`src/core/cascade_consts.svh`:
```
// constants of the cascade single-wire transceiver
// assumes inclusion by bare name from the package and the design file
`ifndef CASCADE_CONSTS_SVH
`define CASCADE_CONSTS_SVH

// system clocks per cascade clock tick, adjustable for baud rate
`define CAS_CLK_DIV      8'h04
// slow counter value that marks the reset-time tick, one per 16 cascade ticks
`define CAS_SLOW_DIV     4'hF
// index of the last bit of a 24-bit word
`define CAS_BIT_LAST     5'h17
// bits per word
`define CAS_WORD_BITS    24
// depth of the transmit word buffer
`define CAS_FIFO_DEPTH   8
// reset value of the reset time counter
`define CAS_RESET_TIME_RST 8'h80

`endif

```
`src/core/cascade_pkg.sv`:
```
// types of the cascade single-wire transceiver
// assumes the constants header sits beside it
`include "cascade_consts.svh"

package cascade_pkg;

    // three data bytes, byte zero goes out and arrives first
    typedef struct packed {
        logic [7:0] data_byte_zero;
        logic [7:0] data_byte_one;
        logic [7:0] data_byte_two;
    } cas_word_s;

    // receive status flags
    typedef struct packed {
        logic bus_reset_flag;
        logic frame_full_flag;
        logic bit_error_flag;
        logic pass_through_flag;
        logic receive_enable;
    } rx_flags_s;

    typedef enum logic [1:0] {RX_IDLE, RX_HIGH, RX_LOW} rx_state_e;
    typedef enum logic [1:0] {TX_IDLE, TX_HIGH, TX_LOW, TX_RESET} tx_state_e;

endpackage

```
`src/core/cascade_single_wire_transceiver.sv`:
```
// cascade single-wire transceiver with its transmit word buffer
// assumes all inputs synchronous to CLK_I and control settings held steady
`timescale 1ns/10ps
`include "cascade_consts.svh"

module word_fifo #(
    parameter int WIDTH = 24,
    parameter int DEPTH = 8
) (
    input  wire logic             clk_i,
    input  wire logic             rst_b_i,
    input  wire logic [WIDTH-1:0] in_data_i,
    input  wire logic             in_valid_i,
    output logic                  in_ready_o,
    output logic [WIDTH-1:0]      out_data_o,
    output logic                  out_valid_o,
    input  wire logic             out_ready_i
);
    localparam int AW = $clog2(DEPTH);
    logic [WIDTH-1:0] mem [DEPTH];
    logic [AW-1:0]    wr_q;
    logic [AW-1:0]    rd_q;
    logic [AW:0]      count_q;
    logic             push;
    logic             pop;

    assign push        = in_valid_i && in_ready_o;
    assign pop         = out_valid_o && out_ready_i;
    assign out_valid_o = (count_q != '0);
    assign out_data_o  = mem[rd_q];

    // storage needs no reset, only the pointers, count and ready do
    always_ff @(posedge clk_i)
    begin
        if (push)
        begin
            mem[wr_q] <= in_data_i;
        end
    end

    // pointers wrap at the depth
    always_ff @(posedge clk_i or negedge rst_b_i)
    begin
        if (!rst_b_i)
        begin
            wr_q <= '0;
            rd_q <= '0;
        end
        else
        begin
            if (push)
            begin
                wr_q <= (wr_q == AW'(DEPTH - 1)) ? '0 : wr_q + 1'b1;
            end
            if (pop)
            begin
                rd_q <= (rd_q == AW'(DEPTH - 1)) ? '0 : rd_q + 1'b1;
            end
        end
    end

    // ready is registered so the top port comes from a flop
    always_ff @(posedge clk_i or negedge rst_b_i)
    begin
        if (!rst_b_i)
        begin
            count_q    <= '0;
            in_ready_o <= 1'b0;
        end
        else
        begin
            count_q    <= count_q + (AW+1)'(push) - (AW+1)'(pop);
            in_ready_o <= (count_q + (AW+1)'(push) - (AW+1)'(pop)) != (AW+1)'(DEPTH);
        end
    end
endmodule

module cascade_single_wire_transceiver (
    input  wire logic                  CLK_I,
    input  wire logic                  RST_B_I,
    input  wire logic                  CHAIN_INPUT_LINE_I,
    output logic                       CHAIN_OUTPUT_LINE_O,
    input  wire logic                  TRANSCEIVER_ENABLE_I,
    input  wire logic                  TX_MODE_SELECT_I,
    input  wire logic                  PASS_THROUGH_CLEAR_I,
    input  wire logic [7:0]            BIT_THRESHOLD_I,
    input  wire logic [7:0]            RESET_TIME_I,
    input  wire logic [7:0]            BIT_PERIOD_I,
    input  wire logic [7:0]            ONE_PULSE_COUNT_I,
    input  wire logic [7:0]            ZERO_PULSE_COUNT_I,
    input  wire logic                  BIT_ERROR_IRQ_ENABLE_I,
    input  wire cascade_pkg::cas_word_s TX_WORD_I,
    input  wire logic                  TX_VALID_I,
    output logic                       TX_READY_O,
    input  wire logic                  TX_SEND_RESET_I,
    output cascade_pkg::cas_word_s     RX_WORD_O,
    output cascade_pkg::rx_flags_s     RX_FLAGS_O,
    output logic                       TRANSMIT_TRIGGER_O,
    output logic                       TX_EMPTY_FLAG_O,
    output logic                       TRANSCEIVER_INTERRUPT_O,
    output logic                       BIT_ERROR_IRQ_O
);
    logic [7:0]            div_q;
    logic [3:0]            slow_q;
    logic                  cascade_clock;
    logic                  slow_tick;
    logic                  line_q;
    logic                  rise;
    logic                  fall;
    logic                  rx_mode;
    logic                  rx_act;
    logic [7:0]            reset_time_counter_q;
    logic                  bus_rst_ev;
    cascade_pkg::rx_state_e rx_state_q;
    logic [7:0]            high_cnt_q;
    logic [7:0]            bit_period_counter_q;
    logic [4:0]            rx_idx_q;
    logic [23:0]           rx_shift_q;
    logic                  rx_bit;
    logic                  pc_zero;
    logic                  rx_done;
    logic                  rx_err;
    cascade_pkg::tx_state_e tx_state_q;
    logic [11:0]           tcnt_q;
    logic [4:0]            tx_idx_q;
    logic [23:0]           tx_shift_q;
    logic                  tx_line_q;
    logic                  tx_go;
    logic                  tx_pop;
    logic                  tx_done;
    logic                  tx_end;
    logic [23:0]           fifo_data;
    logic                  fifo_valid;
    logic [7:0]            next_high;
    logic [7:0]            low_len;

    // cascade clock and the sixteen-times slower reset clock as enables
    always_ff @(posedge CLK_I or negedge RST_B_I)
    begin
        if (!RST_B_I)
        begin
            div_q  <= 8'h00;
            slow_q <= 4'h0;
        end
        else
        begin
            div_q <= cascade_clock ? 8'h00 : div_q + 8'h01;
            if (cascade_clock)
            begin
                slow_q <= slow_q + 4'h1;
            end
        end
    end
    assign cascade_clock = (div_q == `CAS_CLK_DIV - 8'h01);
    assign slow_tick     = cascade_clock && (slow_q == `CAS_SLOW_DIV);

    // edge detection on the line, against a copy one cycle behind the pin
    always_ff @(posedge CLK_I or negedge RST_B_I)
    begin
        if (!RST_B_I)
        begin
            line_q <= 1'b0;
        end
        else
        begin
            line_q <= CHAIN_INPUT_LINE_I;
        end
    end
    assign rise    = CHAIN_INPUT_LINE_I && !line_q;
    assign fall    = !CHAIN_INPUT_LINE_I && line_q;
    assign rx_mode = TRANSCEIVER_ENABLE_I && !TX_MODE_SELECT_I;
    // decoding stops after a bit error until the next bus reset
    assign rx_act  = rx_mode && RX_FLAGS_O.receive_enable
                     && !RX_FLAGS_O.bit_error_flag;

    // reset time down-counter, reloaded by every line edge
    always_ff @(posedge CLK_I or negedge RST_B_I)
    begin
        if (!RST_B_I)
        begin
            reset_time_counter_q <= `CAS_RESET_TIME_RST;
        end
        else if (!rx_mode || rise || fall)
        begin
            reset_time_counter_q <= RESET_TIME_I;
        end
        else if (slow_tick && reset_time_counter_q != 8'h00)
        begin
            reset_time_counter_q <= reset_time_counter_q - 8'h01;
        end
    end
    // fires once per steady stretch; counter then rests at zero
    assign bus_rst_ev = rx_mode && slow_tick && (reset_time_counter_q == 8'h01);

    // bit decision against the threshold at the falling edge
    assign rx_bit  = (high_cnt_q >= BIT_THRESHOLD_I);
    assign pc_zero = cascade_clock && (bit_period_counter_q == 8'h01);
    assign rx_done = rx_act && rx_state_q == cascade_pkg::RX_HIGH && fall
                     && rx_idx_q == `CAS_BIT_LAST;
    assign rx_err  = rx_act && pc_zero
                     && ((rx_state_q == cascade_pkg::RX_HIGH && !fall)
                      || (rx_state_q == cascade_pkg::RX_LOW && !rise));

    // receive sequencer: high count, period count, bit index
    always_ff @(posedge CLK_I or negedge RST_B_I)
    begin
        if (!RST_B_I)
        begin
            rx_state_q <= cascade_pkg::RX_IDLE;
            high_cnt_q <= 8'h00;
            bit_period_counter_q <= 8'h00;
            rx_idx_q   <= 5'h00;
        end
        else if (!rx_act || bus_rst_ev || rx_err || rx_done)
        begin
            rx_state_q <= cascade_pkg::RX_IDLE;
            rx_idx_q   <= 5'h00;
        end
        else if (rise && rx_state_q != cascade_pkg::RX_HIGH)
        begin
            rx_state_q <= cascade_pkg::RX_HIGH;
            high_cnt_q <= 8'h00;
            bit_period_counter_q <= BIT_PERIOD_I;
        end
        else if (fall && rx_state_q == cascade_pkg::RX_HIGH)
        begin
            rx_state_q <= cascade_pkg::RX_LOW;
            rx_idx_q   <= rx_idx_q + 5'h01;
        end
        else if (cascade_clock && rx_state_q != cascade_pkg::RX_IDLE)
        begin
            bit_period_counter_q <= bit_period_counter_q - 8'h01;
            if (rx_state_q == cascade_pkg::RX_HIGH && high_cnt_q != 8'hFF)
            begin
                high_cnt_q <= high_cnt_q + 8'h01;
            end
        end
    end

    // shift register, first bit ends up in the top of byte zero
    always_ff @(posedge CLK_I or negedge RST_B_I)
    begin
        if (!RST_B_I)
        begin
            rx_shift_q <= 24'h000000;
            RX_WORD_O  <= '0;
        end
        else if (rx_act && fall && rx_state_q == cascade_pkg::RX_HIGH)
        begin
            rx_shift_q <= {rx_shift_q[22:0], rx_bit};
            if (rx_done)
            begin
                RX_WORD_O <= {rx_shift_q[22:0], rx_bit};
            end
        end
    end

    // status flags; a hardware set wins over a rise or software clear, and a bus reset wins over frame and error updates
    always_ff @(posedge CLK_I or negedge RST_B_I)
    begin
        if (!RST_B_I)
        begin
            RX_FLAGS_O <= '0;
        end
        else
        begin
            if (rise)
            begin
                RX_FLAGS_O.bus_reset_flag <= 1'b0;
            end
            if (PASS_THROUGH_CLEAR_I)
            begin
                RX_FLAGS_O.pass_through_flag <= 1'b0;
            end
            if (rx_done)
            begin
                RX_FLAGS_O.frame_full_flag   <= 1'b1;
                RX_FLAGS_O.pass_through_flag <= 1'b1;
                RX_FLAGS_O.receive_enable    <= 1'b0;
            end
            if (rx_err)
            begin
                RX_FLAGS_O.bit_error_flag  <= 1'b1;
                RX_FLAGS_O.frame_full_flag <= 1'b0;
            end
            if (bus_rst_ev)
            begin
                RX_FLAGS_O.bus_reset_flag    <= 1'b1;
                RX_FLAGS_O.frame_full_flag   <= 1'b0;
                RX_FLAGS_O.bit_error_flag    <= 1'b0;
                RX_FLAGS_O.pass_through_flag <= 1'b0;
                RX_FLAGS_O.receive_enable    <= 1'b1;
            end
        end
    end

    // output mux: transmitter, bypass, or idle low while bus reset holds
    always_ff @(posedge CLK_I or negedge RST_B_I)
    begin
        if (!RST_B_I)
        begin
            CHAIN_OUTPUT_LINE_O <= 1'b0;
        end
        else if (TX_MODE_SELECT_I)
        begin
            CHAIN_OUTPUT_LINE_O <= tx_line_q;
        end
        else
        begin
            CHAIN_OUTPUT_LINE_O <= RX_FLAGS_O.pass_through_flag && !RX_FLAGS_O.bus_reset_flag
                                   && CHAIN_INPUT_LINE_I;
        end
    end

    // transmit word buffer; a push stands for load plus trigger
    word_fifo #(
        .WIDTH (`CAS_WORD_BITS),
        .DEPTH (`CAS_FIFO_DEPTH)
    ) u_tx_fifo (
        .clk_i       (CLK_I),
        .rst_b_i     (RST_B_I),
        .in_data_i   (TX_WORD_I),
        .in_valid_i  (TX_VALID_I),
        .in_ready_o  (TX_READY_O),
        .out_data_o  (fifo_data),
        .out_valid_o (fifo_valid),
        .out_ready_i (tx_pop)
    );

    // switching mode mid-word aborts it, hence the disable-first sequence
    assign tx_go     = TRANSCEIVER_ENABLE_I && TX_MODE_SELECT_I;
    assign tx_pop    = tx_go && tx_state_q == cascade_pkg::TX_IDLE && fifo_valid;
    assign tx_end    = cascade_clock && tcnt_q <= 12'h001;
    assign tx_done   = tx_go && tx_end && tx_state_q == cascade_pkg::TX_LOW
                       && tx_idx_q == `CAS_BIT_LAST;
    assign next_high = tx_shift_q[22] ? ONE_PULSE_COUNT_I : ZERO_PULSE_COUNT_I;
    // low part fills the period; a too short period still gives one tick
    assign low_len   = (BIT_PERIOD_I > (tx_shift_q[23] ? ONE_PULSE_COUNT_I : ZERO_PULSE_COUNT_I))
                       ? BIT_PERIOD_I - (tx_shift_q[23] ? ONE_PULSE_COUNT_I : ZERO_PULSE_COUNT_I)
                       : 8'h01;

    // transmit sequencer: timed high, timed low, optional reset hold
    always_ff @(posedge CLK_I or negedge RST_B_I)
    begin
        if (!RST_B_I)
        begin
            tx_state_q <= cascade_pkg::TX_IDLE;
            tcnt_q     <= 12'h000;
            tx_idx_q   <= 5'h00;
            tx_shift_q <= 24'h000000;
            tx_line_q  <= 1'b0;
        end
        else if (!tx_go)
        begin
            tx_state_q <= cascade_pkg::TX_IDLE;
            tx_line_q  <= 1'b0;
        end
        else
        begin
            case (tx_state_q)
                cascade_pkg::TX_IDLE:
                begin
                    tx_idx_q <= 5'h00;
                    if (fifo_valid)
                    begin
                        tx_shift_q <= fifo_data;
                        tx_line_q  <= 1'b1;
                        tcnt_q     <= {4'h0, fifo_data[23] ? ONE_PULSE_COUNT_I
                                                           : ZERO_PULSE_COUNT_I};
                        tx_state_q <= cascade_pkg::TX_HIGH;
                    end
                    else if (TX_SEND_RESET_I)
                    begin
                        tx_line_q  <= 1'b0;
                        tcnt_q     <= {RESET_TIME_I, 4'h0};
                        tx_state_q <= cascade_pkg::TX_RESET;
                    end
                end
                cascade_pkg::TX_HIGH:
                begin
                    if (tx_end)
                    begin
                        tx_line_q  <= 1'b0;
                        tcnt_q     <= {4'h0, low_len};
                        tx_state_q <= cascade_pkg::TX_LOW;
                    end
                    else if (cascade_clock)
                    begin
                        tcnt_q <= tcnt_q - 12'h001;
                    end
                end
                cascade_pkg::TX_LOW:
                begin
                    if (tx_done)
                    begin
                        tx_state_q <= cascade_pkg::TX_IDLE;
                    end
                    else if (tx_end)
                    begin
                        tx_idx_q   <= tx_idx_q + 5'h01;
                        tx_shift_q <= {tx_shift_q[22:0], 1'b0};
                        tx_line_q  <= 1'b1;
                        tcnt_q     <= {4'h0, next_high};
                        tx_state_q <= cascade_pkg::TX_HIGH;
                    end
                    else if (cascade_clock)
                    begin
                        tcnt_q <= tcnt_q - 12'h001;
                    end
                end
                default:
                begin
                    if (tx_end)
                    begin
                        tx_state_q <= cascade_pkg::TX_IDLE;
                    end
                    else if (cascade_clock)
                    begin
                        tcnt_q <= tcnt_q - 12'h001;
                    end
                end
            endcase
        end
    end

    // trigger and empty flag; the empty flag drops the trigger
    always_ff @(posedge CLK_I or negedge RST_B_I)
    begin
        if (!RST_B_I)
        begin
            TRANSMIT_TRIGGER_O <= 1'b0;
            TX_EMPTY_FLAG_O    <= 1'b0;
        end
        else if (tx_pop)
        begin
            TRANSMIT_TRIGGER_O <= 1'b1;
            TX_EMPTY_FLAG_O    <= 1'b0;
        end
        else if (tx_done)
        begin
            TRANSMIT_TRIGGER_O <= 1'b0;
            TX_EMPTY_FLAG_O    <= 1'b1;
        end
    end

    // interrupt pulse per word and the gated bit error request
    always_ff @(posedge CLK_I or negedge RST_B_I)
    begin
        if (!RST_B_I)
        begin
            TRANSCEIVER_INTERRUPT_O <= 1'b0;
            BIT_ERROR_IRQ_O         <= 1'b0;
        end
        else
        begin
            TRANSCEIVER_INTERRUPT_O <= rx_done || tx_done;
            BIT_ERROR_IRQ_O <= RX_FLAGS_O.bit_error_flag && BIT_ERROR_IRQ_ENABLE_I;
        end
    end
endmodule

```
`config.mk`:
```
export PLATFORM = sky130hd
export DESIGN_NAME = cascade_single_wire_transceiver
export DESIGN_NICKNAME = d
export VERILOG_FILES = /design/src/core/cascade_pkg.sv /design/src/core/cascade_single_wire_transceiver.sv
export VERILOG_INCLUDE_DIRS = /design/src /design/src/core
export SDC_FILE = /design/constraint.sdc
export NUM_CORES = 1
export LEC_CHECK = 0
export ABC_AREA = 0
export BUFFER_PORTS_ARGS = -buffer_cell sky130_fd_sc_hd__buf_2
export CORE_AREA = 2 2 167 169
export DETAILED_ROUTE_END_ITERATION = 6
export DIE_AREA = 0 0 169 171
export GPL_ROUTABILITY_DRIVEN = 0
export PLACE_DENSITY = 0.8
export SETUP_SLACK_MARGIN = 0.15
export SYNTH_ARGS = -nofsm -noshare
export SYNTH_HDL_FRONTEND = slang
export SYNTH_SLANG_ARGS = --single-unit
```
`constraint.sdc`:
```
create_clock -name CLK_I -period 4.5 [get_ports CLK_I]
set_input_delay 0.45 -clock CLK_I [delete_from_list [all_inputs] [get_ports CLK_I]]
set_output_delay 0.45 -clock CLK_I [all_outputs]
set_load 0.03 [all_outputs]
```
== Word level (Yosys, flattened, before mapping) ==
Memory sizes are Yosys's and may differ from the RTL's.
Index checks and enable logic that the tools add are counted.
Operators by class
  reductions and logical operators: 76
  muxes and demuxes: 65
  order comparisons: 3
  $add $sub $neg: 13
  bitwise gates (word level): 1
  equality and inequality tests: 29
Operators by type and width (number)
  2-to-1 mux 8 bit: 14
  2-to-1 mux 12 bit: 7
  2-to-1 mux 24 bit: 3
  case mux 24 bit (2 select lines): 1
  case mux 12 bit (3 select lines): 1
  logical AND 1 bit: 35
  2-to-1 mux 5 bit: 6
  2-to-1 mux 2 bit: 12
  nonzero test 2 bit: 10
  adder 8 x 1 -> 8 bit, second input constant: 2
  == test 8 x 1 -> 1 bit, second input constant: 2
  2-to-1 mux 1 bit: 16
  AND reduction 4 bit: 4
  subtractor 8 x 1 -> 8 bit, second input constant: 2
  less-or-equal comparator 12 x 1 -> 1 bit, second input constant: 1
  inequality test 3 bit, second input constant: 4
  inequality test 4 x 1 -> 1 bit, second input constant: 3
  inequality test 4 bit, second input constant: 3
  subtractor 12 x 1 -> 12 bit, second input constant: 1
  adder 5 x 1 -> 5 bit, second input constant: 2
  == test 5 bit, second input constant: 2
  inequality test 2 bit, second input constant: 5
  case mux 5 bit (2 select lines): 1
  AND reduction 5 bit: 2
  other kinds (26): 48
Word-level totals
  bits of input ports: 73
  output and inout bits: 35
  memories kept: 1
  flip-flop bits (word level): 156
  bits in writable memories: 192
Memory list
  u_tx_fifo.mem: words 8, width 24, read ports 1, clocked after Yosys merged registers in 0, write ports 1, RTL line cascade_single_wire_transceiver.sv:20  | logic [WIDTH-1:0] mem [DEPTH];

== Longest topological paths before layout ==
  depth after elaboration: 10
  depth in mapped cells: 13
  gate-level depth less buffers: 12

== Hierarchy ==
From an unflattened synthesis, not the netlist that was laid out.
Second synthesis, totals
  cells, all modules: 1201
  area, all modules: 16047.9 um^2
By module, submodules not included
  cascade_single_wire_transceiver: cells each 862, times used 1, area an instance 8156.6 um^2
  word_fifo: cells each 339, times used 1, area an instance 7891.3 um^2

== Worst setup path after synthesis ==
No wires, ideal clock.
  kind: reg2reg
  start point: reg u_tx_fifo.count_q[2]
  end point: reg u_tx_fifo.in_ready_o
  cell stages (with the launch flop): 14
  library setup time: 0.146 ns
  path buffers: 1
  arrival: 3.061 ns
  slack: 1.293 ns
  path through: dfrtp_1 -> inv_1 -> ha_1 -> or3b_2 -> clkbuf_1 -> nand3_1 -> inv_1 -> ha_1 -> inv_1 -> ha_1 -> inv_1 -> fa_1 -> inv_1 -> or4b_2
On the way
  word-level cells in the longest chain between the ends: 5
  elaborated cells between the ends (all ways): 6
Ends and longest elaborated chain
  start, declared: RTL line cascade_single_wire_transceiver.sv:23  | logic [AW:0] count_q;
  start signal, assigned: RTL line cascade_single_wire_transceiver.sv:72  | count_q <= count_q + (AW+1)'(push) - (AW+1)'(pop);
  nonzero test 4 bit: RTL line cascade_single_wire_transceiver.sv:29  | assign out_valid_o = (count_q != '0);
  logical AND 1 bit: RTL line cascade_single_wire_transceiver.sv:332  | assign tx_pop = tx_go && tx_state_q == cascade_pkg::TX_IDLE && fifo_valid;
  named net tx_pop: RTL line cascade_single_wire_transceiver.sv:129  | logic tx_pop;
  logical AND 1 bit: RTL line cascade_single_wire_transceiver.sv:28  | assign pop = out_valid_o && out_ready_i;
  subtractor 4 x 1 -> 4 bit: RTL line cascade_single_wire_transceiver.sv:73  | in_ready_o <= (count_q + (AW+1)'(push) - (AW+1)'(pop)) != (AW+1)'(DEPTH);
  inequality test 4 bit: RTL line cascade_single_wire_transceiver.sv:73
  end signal, assigned: RTL line cascade_single_wire_transceiver.sv:73
  end, declared: RTL line cascade_single_wire_transceiver.sv:14  | output logic in_ready_o,
The timed path passes the listed nets, and every way through them passes these cells.
A chain may end at the register's enable or synchronous reset.

== Worst setup path after layout ==
Ends and elaborated chain as after synthesis.

==> results.md <==
- The clock latency reported for the late side of the worst-skew pair is about 0.53 ns.
- Data arrives at the worst endpoint at ~3.8 ns.
- The number of fillers in the final layout is 1895.
- The post-route setup TNS is 0 ns.
- Setup repair after global routing left no endpoint under its margin.
- The static power due to leakage is 7.359 nW.
- The die covers around 29000 um2.
- Across all register-to-register paths, the minimum setup slack is approximately 1.1 ns.
- The relative max-transition margin is 37.20%.
- For this run, the top clock speed supported by timing is 294.0 MHz.
- The clock network fraction of design power is 31.2%.
- Sequential elements use approximately three fifths of the synthesized area.
- The net switching power is 2.923 mW.
- Between clock sinks in the finished design, the worst skew comes to 0.01315 ns.
- The maximum fanout along the worst path is 7.
- The endpoint of the lowest-slack register-to-register path is u_tx_fifo.in_ready_o.
- In the final design database the tool counted about 1400 nets.
- Across the run, the number of max-cap violations was 0.
- The slew at the pin closest to its max-slew limit is 0.9393 ns.
- The post-synth design cell area is 16080 um2.
- The data required time of the worst path is ~5 ns.
- After technology mapping, the gate count stands at 1205.
- Buffers inserted during clock tree synthesis total 36.
- In this run the standard cell core region covers 27320 um2.
- The die is 169 um wide.
- Sequential cells burn 43.9% of the power.
- Counting distinct cell types in the post-synthesis netlist gives 86.
- Compared with the post-synthesis result, the final layout area differs by 13.16%.
- During I/O placement, the number of pins put on the boundary was 108.
- The via count of the first global-routing pass is 10430.
- The classification of the worst-slack hold path is input pin to async pin.
- Counting flops and latches in the post-synthesis netlist gives about 350.
- The number of gates resized after CTS was 0.
- For this configuration, the core starts out at a cell density of 58.86%.
- Dividing the synthesized area by the synthesized cell count gives approximately 13 um2.
- The depth of the most critical reg-to-reg path is 12.
- The count of H-tree levels built during CTS is 2.
- Once layout is complete, the utilization of the core stands at 66.60%.
- Of all flip-flops after synthesis, the portion carrying an async set or reset was 44.83%.
- The area of combinational cells with multiple inputs is 6061 um2.
- Entering global routing, the biggest net connects 92 pins.
- The initial DRC count is approximately 880.
- The first global-routing pass estimated 55310 um of wire.
- Dividing the detail-routed via count by the number of cells gives 6.150.
- The combinational share of power is between 20% and 30%.
- The wire-length estimate of the detail-placed layout is 21240 um.
- The internal power is roughly 6.7 mW.
- In this run the deepest clock path goes through 3 buffers.
- The number of warnings reported in the yosys synthesis log is 0.
- The via count is 10380.
- The worst setup path is launched from a register.
- The run finished with clean final reports.
- The count of nets left with antenna violations once routing finished came out at 0.
- The number of enable flip-flop cells after synthesis is 192.
- The total count of hold-check failures in the final report was 0.
- The number of detailed-routing iterations run before antenna repair is 5.
- The library cells used most frequently in the layout, excluding fill and tap cells, are 192 x sky130_fd_sc_hd__edfxtp_1, 153 x sky130_fd_sc_hd__dfrtp_1, 106 x sky130_fd_sc_hd__buf_2.
- The highest ir drop seen on vdd is 0.0004164 V.
- Across all hold checks on the routed design, the worst slack comes to 0.01249 ns.
- Global routing used 24.45% of the available tracks across all layers.
- The sum of routed wire length over all layers is between 30000 and 40000 um.
- After clock tree synthesis, the clock-pin slew on the worst setup and hold paths is 0.06 ns.
- The setup slack of the critical path after layout is 1.099 ns.
- The total overflow left after global routing is 0.
- The share of post-route cells with drive strength above 1 is 24.16%.
- The number of rows created at floorplan is between 60 and 70.
- The most critical setup path has its startpoint at u_tx_fifo.count_q[2].
- Setup violations remaining at the end of the flow were counted as 0.
- In the final layout, flip-flops and latches occupy 9676 um2.
- The startpoint identified for the worst register-to-register timing path is u_tx_fifo.count_q[2].
- By area the synthesized netlist is led by sky130_fd_sc_hd__edfxtp_1 36%, sky130_fd_sc_hd__dfrtp_1 24%, sky130_fd_sc_hd__mux4_2 6.7%.
- Among all flip-flop cells after synthesis, the most frequent one is sky130_fd_sc_hd__edfxtp_1.
- Leaving out fill and tap cells, the most frequent cell in the layout is sky130_fd_sc_hd__edfxtp_1.
- The cell sitting at the root of the clock tree is a sky130_fd_sc_hd__clkbuf_16.
- The count of buffers added on input and output ports is 107.
- The final count of pins violating max slew is 0.
- The number of antenna violations at the first check in global routing came to 3.
- The smallest clock period supported by the final layout is computed as 3.401 ns.
- The start-to-end type of the worst setup path is register to register.
- The switching share of power is 30.40%.
- The type of element capturing the critical path is a register.
- The total of hold buffers inserted after clock tree synthesis is 0.
- The number of remaining DRC errors is 0.
- Dividing the final minimum period by the clock period gives 75.58%.
- The number of setup buffers added after CTS is 0.
- The pre-CTS worst setup slack is between 1 and 1.5 ns.
- For this design the ratio of total power to cell area is around 530 nW/um2.
- The clock tree from TritonCTS is built.
- CTS saw 348 sinks.
- The area share of the largest cell type after synthesis is 35.85%.
- In the final routed layout, each cell accounts on average for slightly above 20 um.
- The number of nets in the synthesized netlist is 1320.
- The overall die height is 171 um.
- The cell taking the most area after synthesis is sky130_fd_sc_hd__edfxtp_1.
## cell families after synthesis
| group | after synthesis | share of synthesized area (%) |
|---|---|---|
| muxes | 152 | 13.72 |
| AOI/OAI and AO/OA | 212 | 8.472 |
| DFF | 348 | 60.13 |
| xor gates and xnor gates | 30 | 1.634 |
| and+or+nand+nor | 325 | 10.28 |
| adders and majority gates | 42 | 3.361 |
| buffers and inverters | 96 | 2.412 |
## area by class of cell
| cell class | count | area share (%) |
|---|---|---|
| well taps | 346 | 2.379 |
| inverters | 42 | 0.8663 |
| flip-flops and latches | 348 | 53.17 |
| clock inverters | 21 | 1.327 |
| diodes | 1 | 0.01375 |
| multi-input cells | 761 | 33.30 |
| repair buffers | 125 | 3.719 |
| clock buffers | 44 | 5.225 |
## Yosys cell counts, drive strengths merged, types with 10 or more instances
| master | number |
|---|---|
| xor2 | 10 |
| xnor2 | 20 |
| nand2 | 90 |
| nor2 | 86 |
| nor2b | 10 |
| nor4 | 14 |
| nand3 | 19 |
| o21ai | 72 |
| clkbuf | 32 |
| nand2b | 14 |
| nand4 | 17 |
| mux2 | 57 |
| nor3 | 26 |
| a21oi | 56 |
| mux2i | 47 |
| buf | 22 |
| edfxtp | 192 |
| ha | 40 |
| mux4 | 48 |
| inv | 42 |
| dfrtp | 155 |
## registers in the layout (all words and copies together) (netlist names), 2 cells and up
name                  cells
tx_idx_q                  5
RX_FLAGS_O                5
tcnt_q                   12
high_cnt_q                8
reset_time_counter_q      8
u_tx_fifo.mem           192
bit_period_counter_q      8
u_tx_fifo.rd_q            3
rx_idx_q                  5
RX_WORD_O                24
div_q                     8
u_tx_fifo.count_q         4
slow_q                    4
u_tx_fifo.wr_q            3
tx_shift_q               24
rx_state_q                2
rx_shift_q               23
tx_state_q                2
## critical path, cell delays in order (launching register included)
cell,delay (ns)
sky130_fd_sc_hd__dfrtp_1,0.37
sky130_fd_sc_hd__inv_1,0.08
sky130_fd_sc_hd__ha_1,0.16
sky130_fd_sc_hd__or3b_2,0.51
sky130_fd_sc_hd__nand3_1,0.25
sky130_fd_sc_hd__inv_1,0.13
sky130_fd_sc_hd__ha_1,0.30
sky130_fd_sc_hd__inv_1,0.05
sky130_fd_sc_hd__ha_1,0.16
sky130_fd_sc_hd__inv_1,0.06
sky130_fd_sc_hd__fa_1,0.48
sky130_fd_sc_hd__inv_1,0.05
sky130_fd_sc_hd__or4b_2,0.66
## stage by stage
| step | power [mW] | area (um2) | std cells |
|---|---|---|---|
| after global placement | 6.525 | 17000 | 1622 |
| after CTS | 9.680 | 18200 | 1687 |
| after floorplan | 5.967 | 16080 | 1205 |
| after global routing | 10.09 | 18200 | 1687 |
| final | 9.617 | 18200 | 1688 |
| after detailed placement | 6.627 | 17000 | 1622 |
## routing by layer
layer / vias to the layer above / share of wire, % / track usage (%)
met1: 5152 / 41 / 32.09
met2: 369 / 49 / 41.46
met3: 86 / 6.9 / 4.788
met5: - / 0.061 / 0
li1: 4771 / - / -
met4: 4 / 2.8 / 8.027
## power groups by stage
stage / Sequential [mW] / Combinational [mW] / Clock, mW
4_1_cts: 4.23 / 2.39 / 3.06
5_1_grt: 4.28 / 2.63 / 3.18
3_3_place_gp: 4.24 / 2.28 / 0
2_1_floorplan: 4.04 / 1.93 / 0
3_5_place_dp: 4.27 / 2.35 / 0
6_report: 4.22 / 2.39 / 3.01
## worst max path at each step
stage	cells after the start	to
3_3_place_gp	12	u_tx_fifo.in_ready_o
6_report	12	u_tx_fifo.in_ready_o
5_1_grt	12	u_tx_fifo.in_ready_o
4_1_cts	12	u_tx_fifo.in_ready_o
2_1_floorplan	13	u_tx_fifo.in_ready_o
3_5_place_dp	12	u_tx_fifo.in_ready_o
No activity file was read; power rests on OpenSTA's default activity.
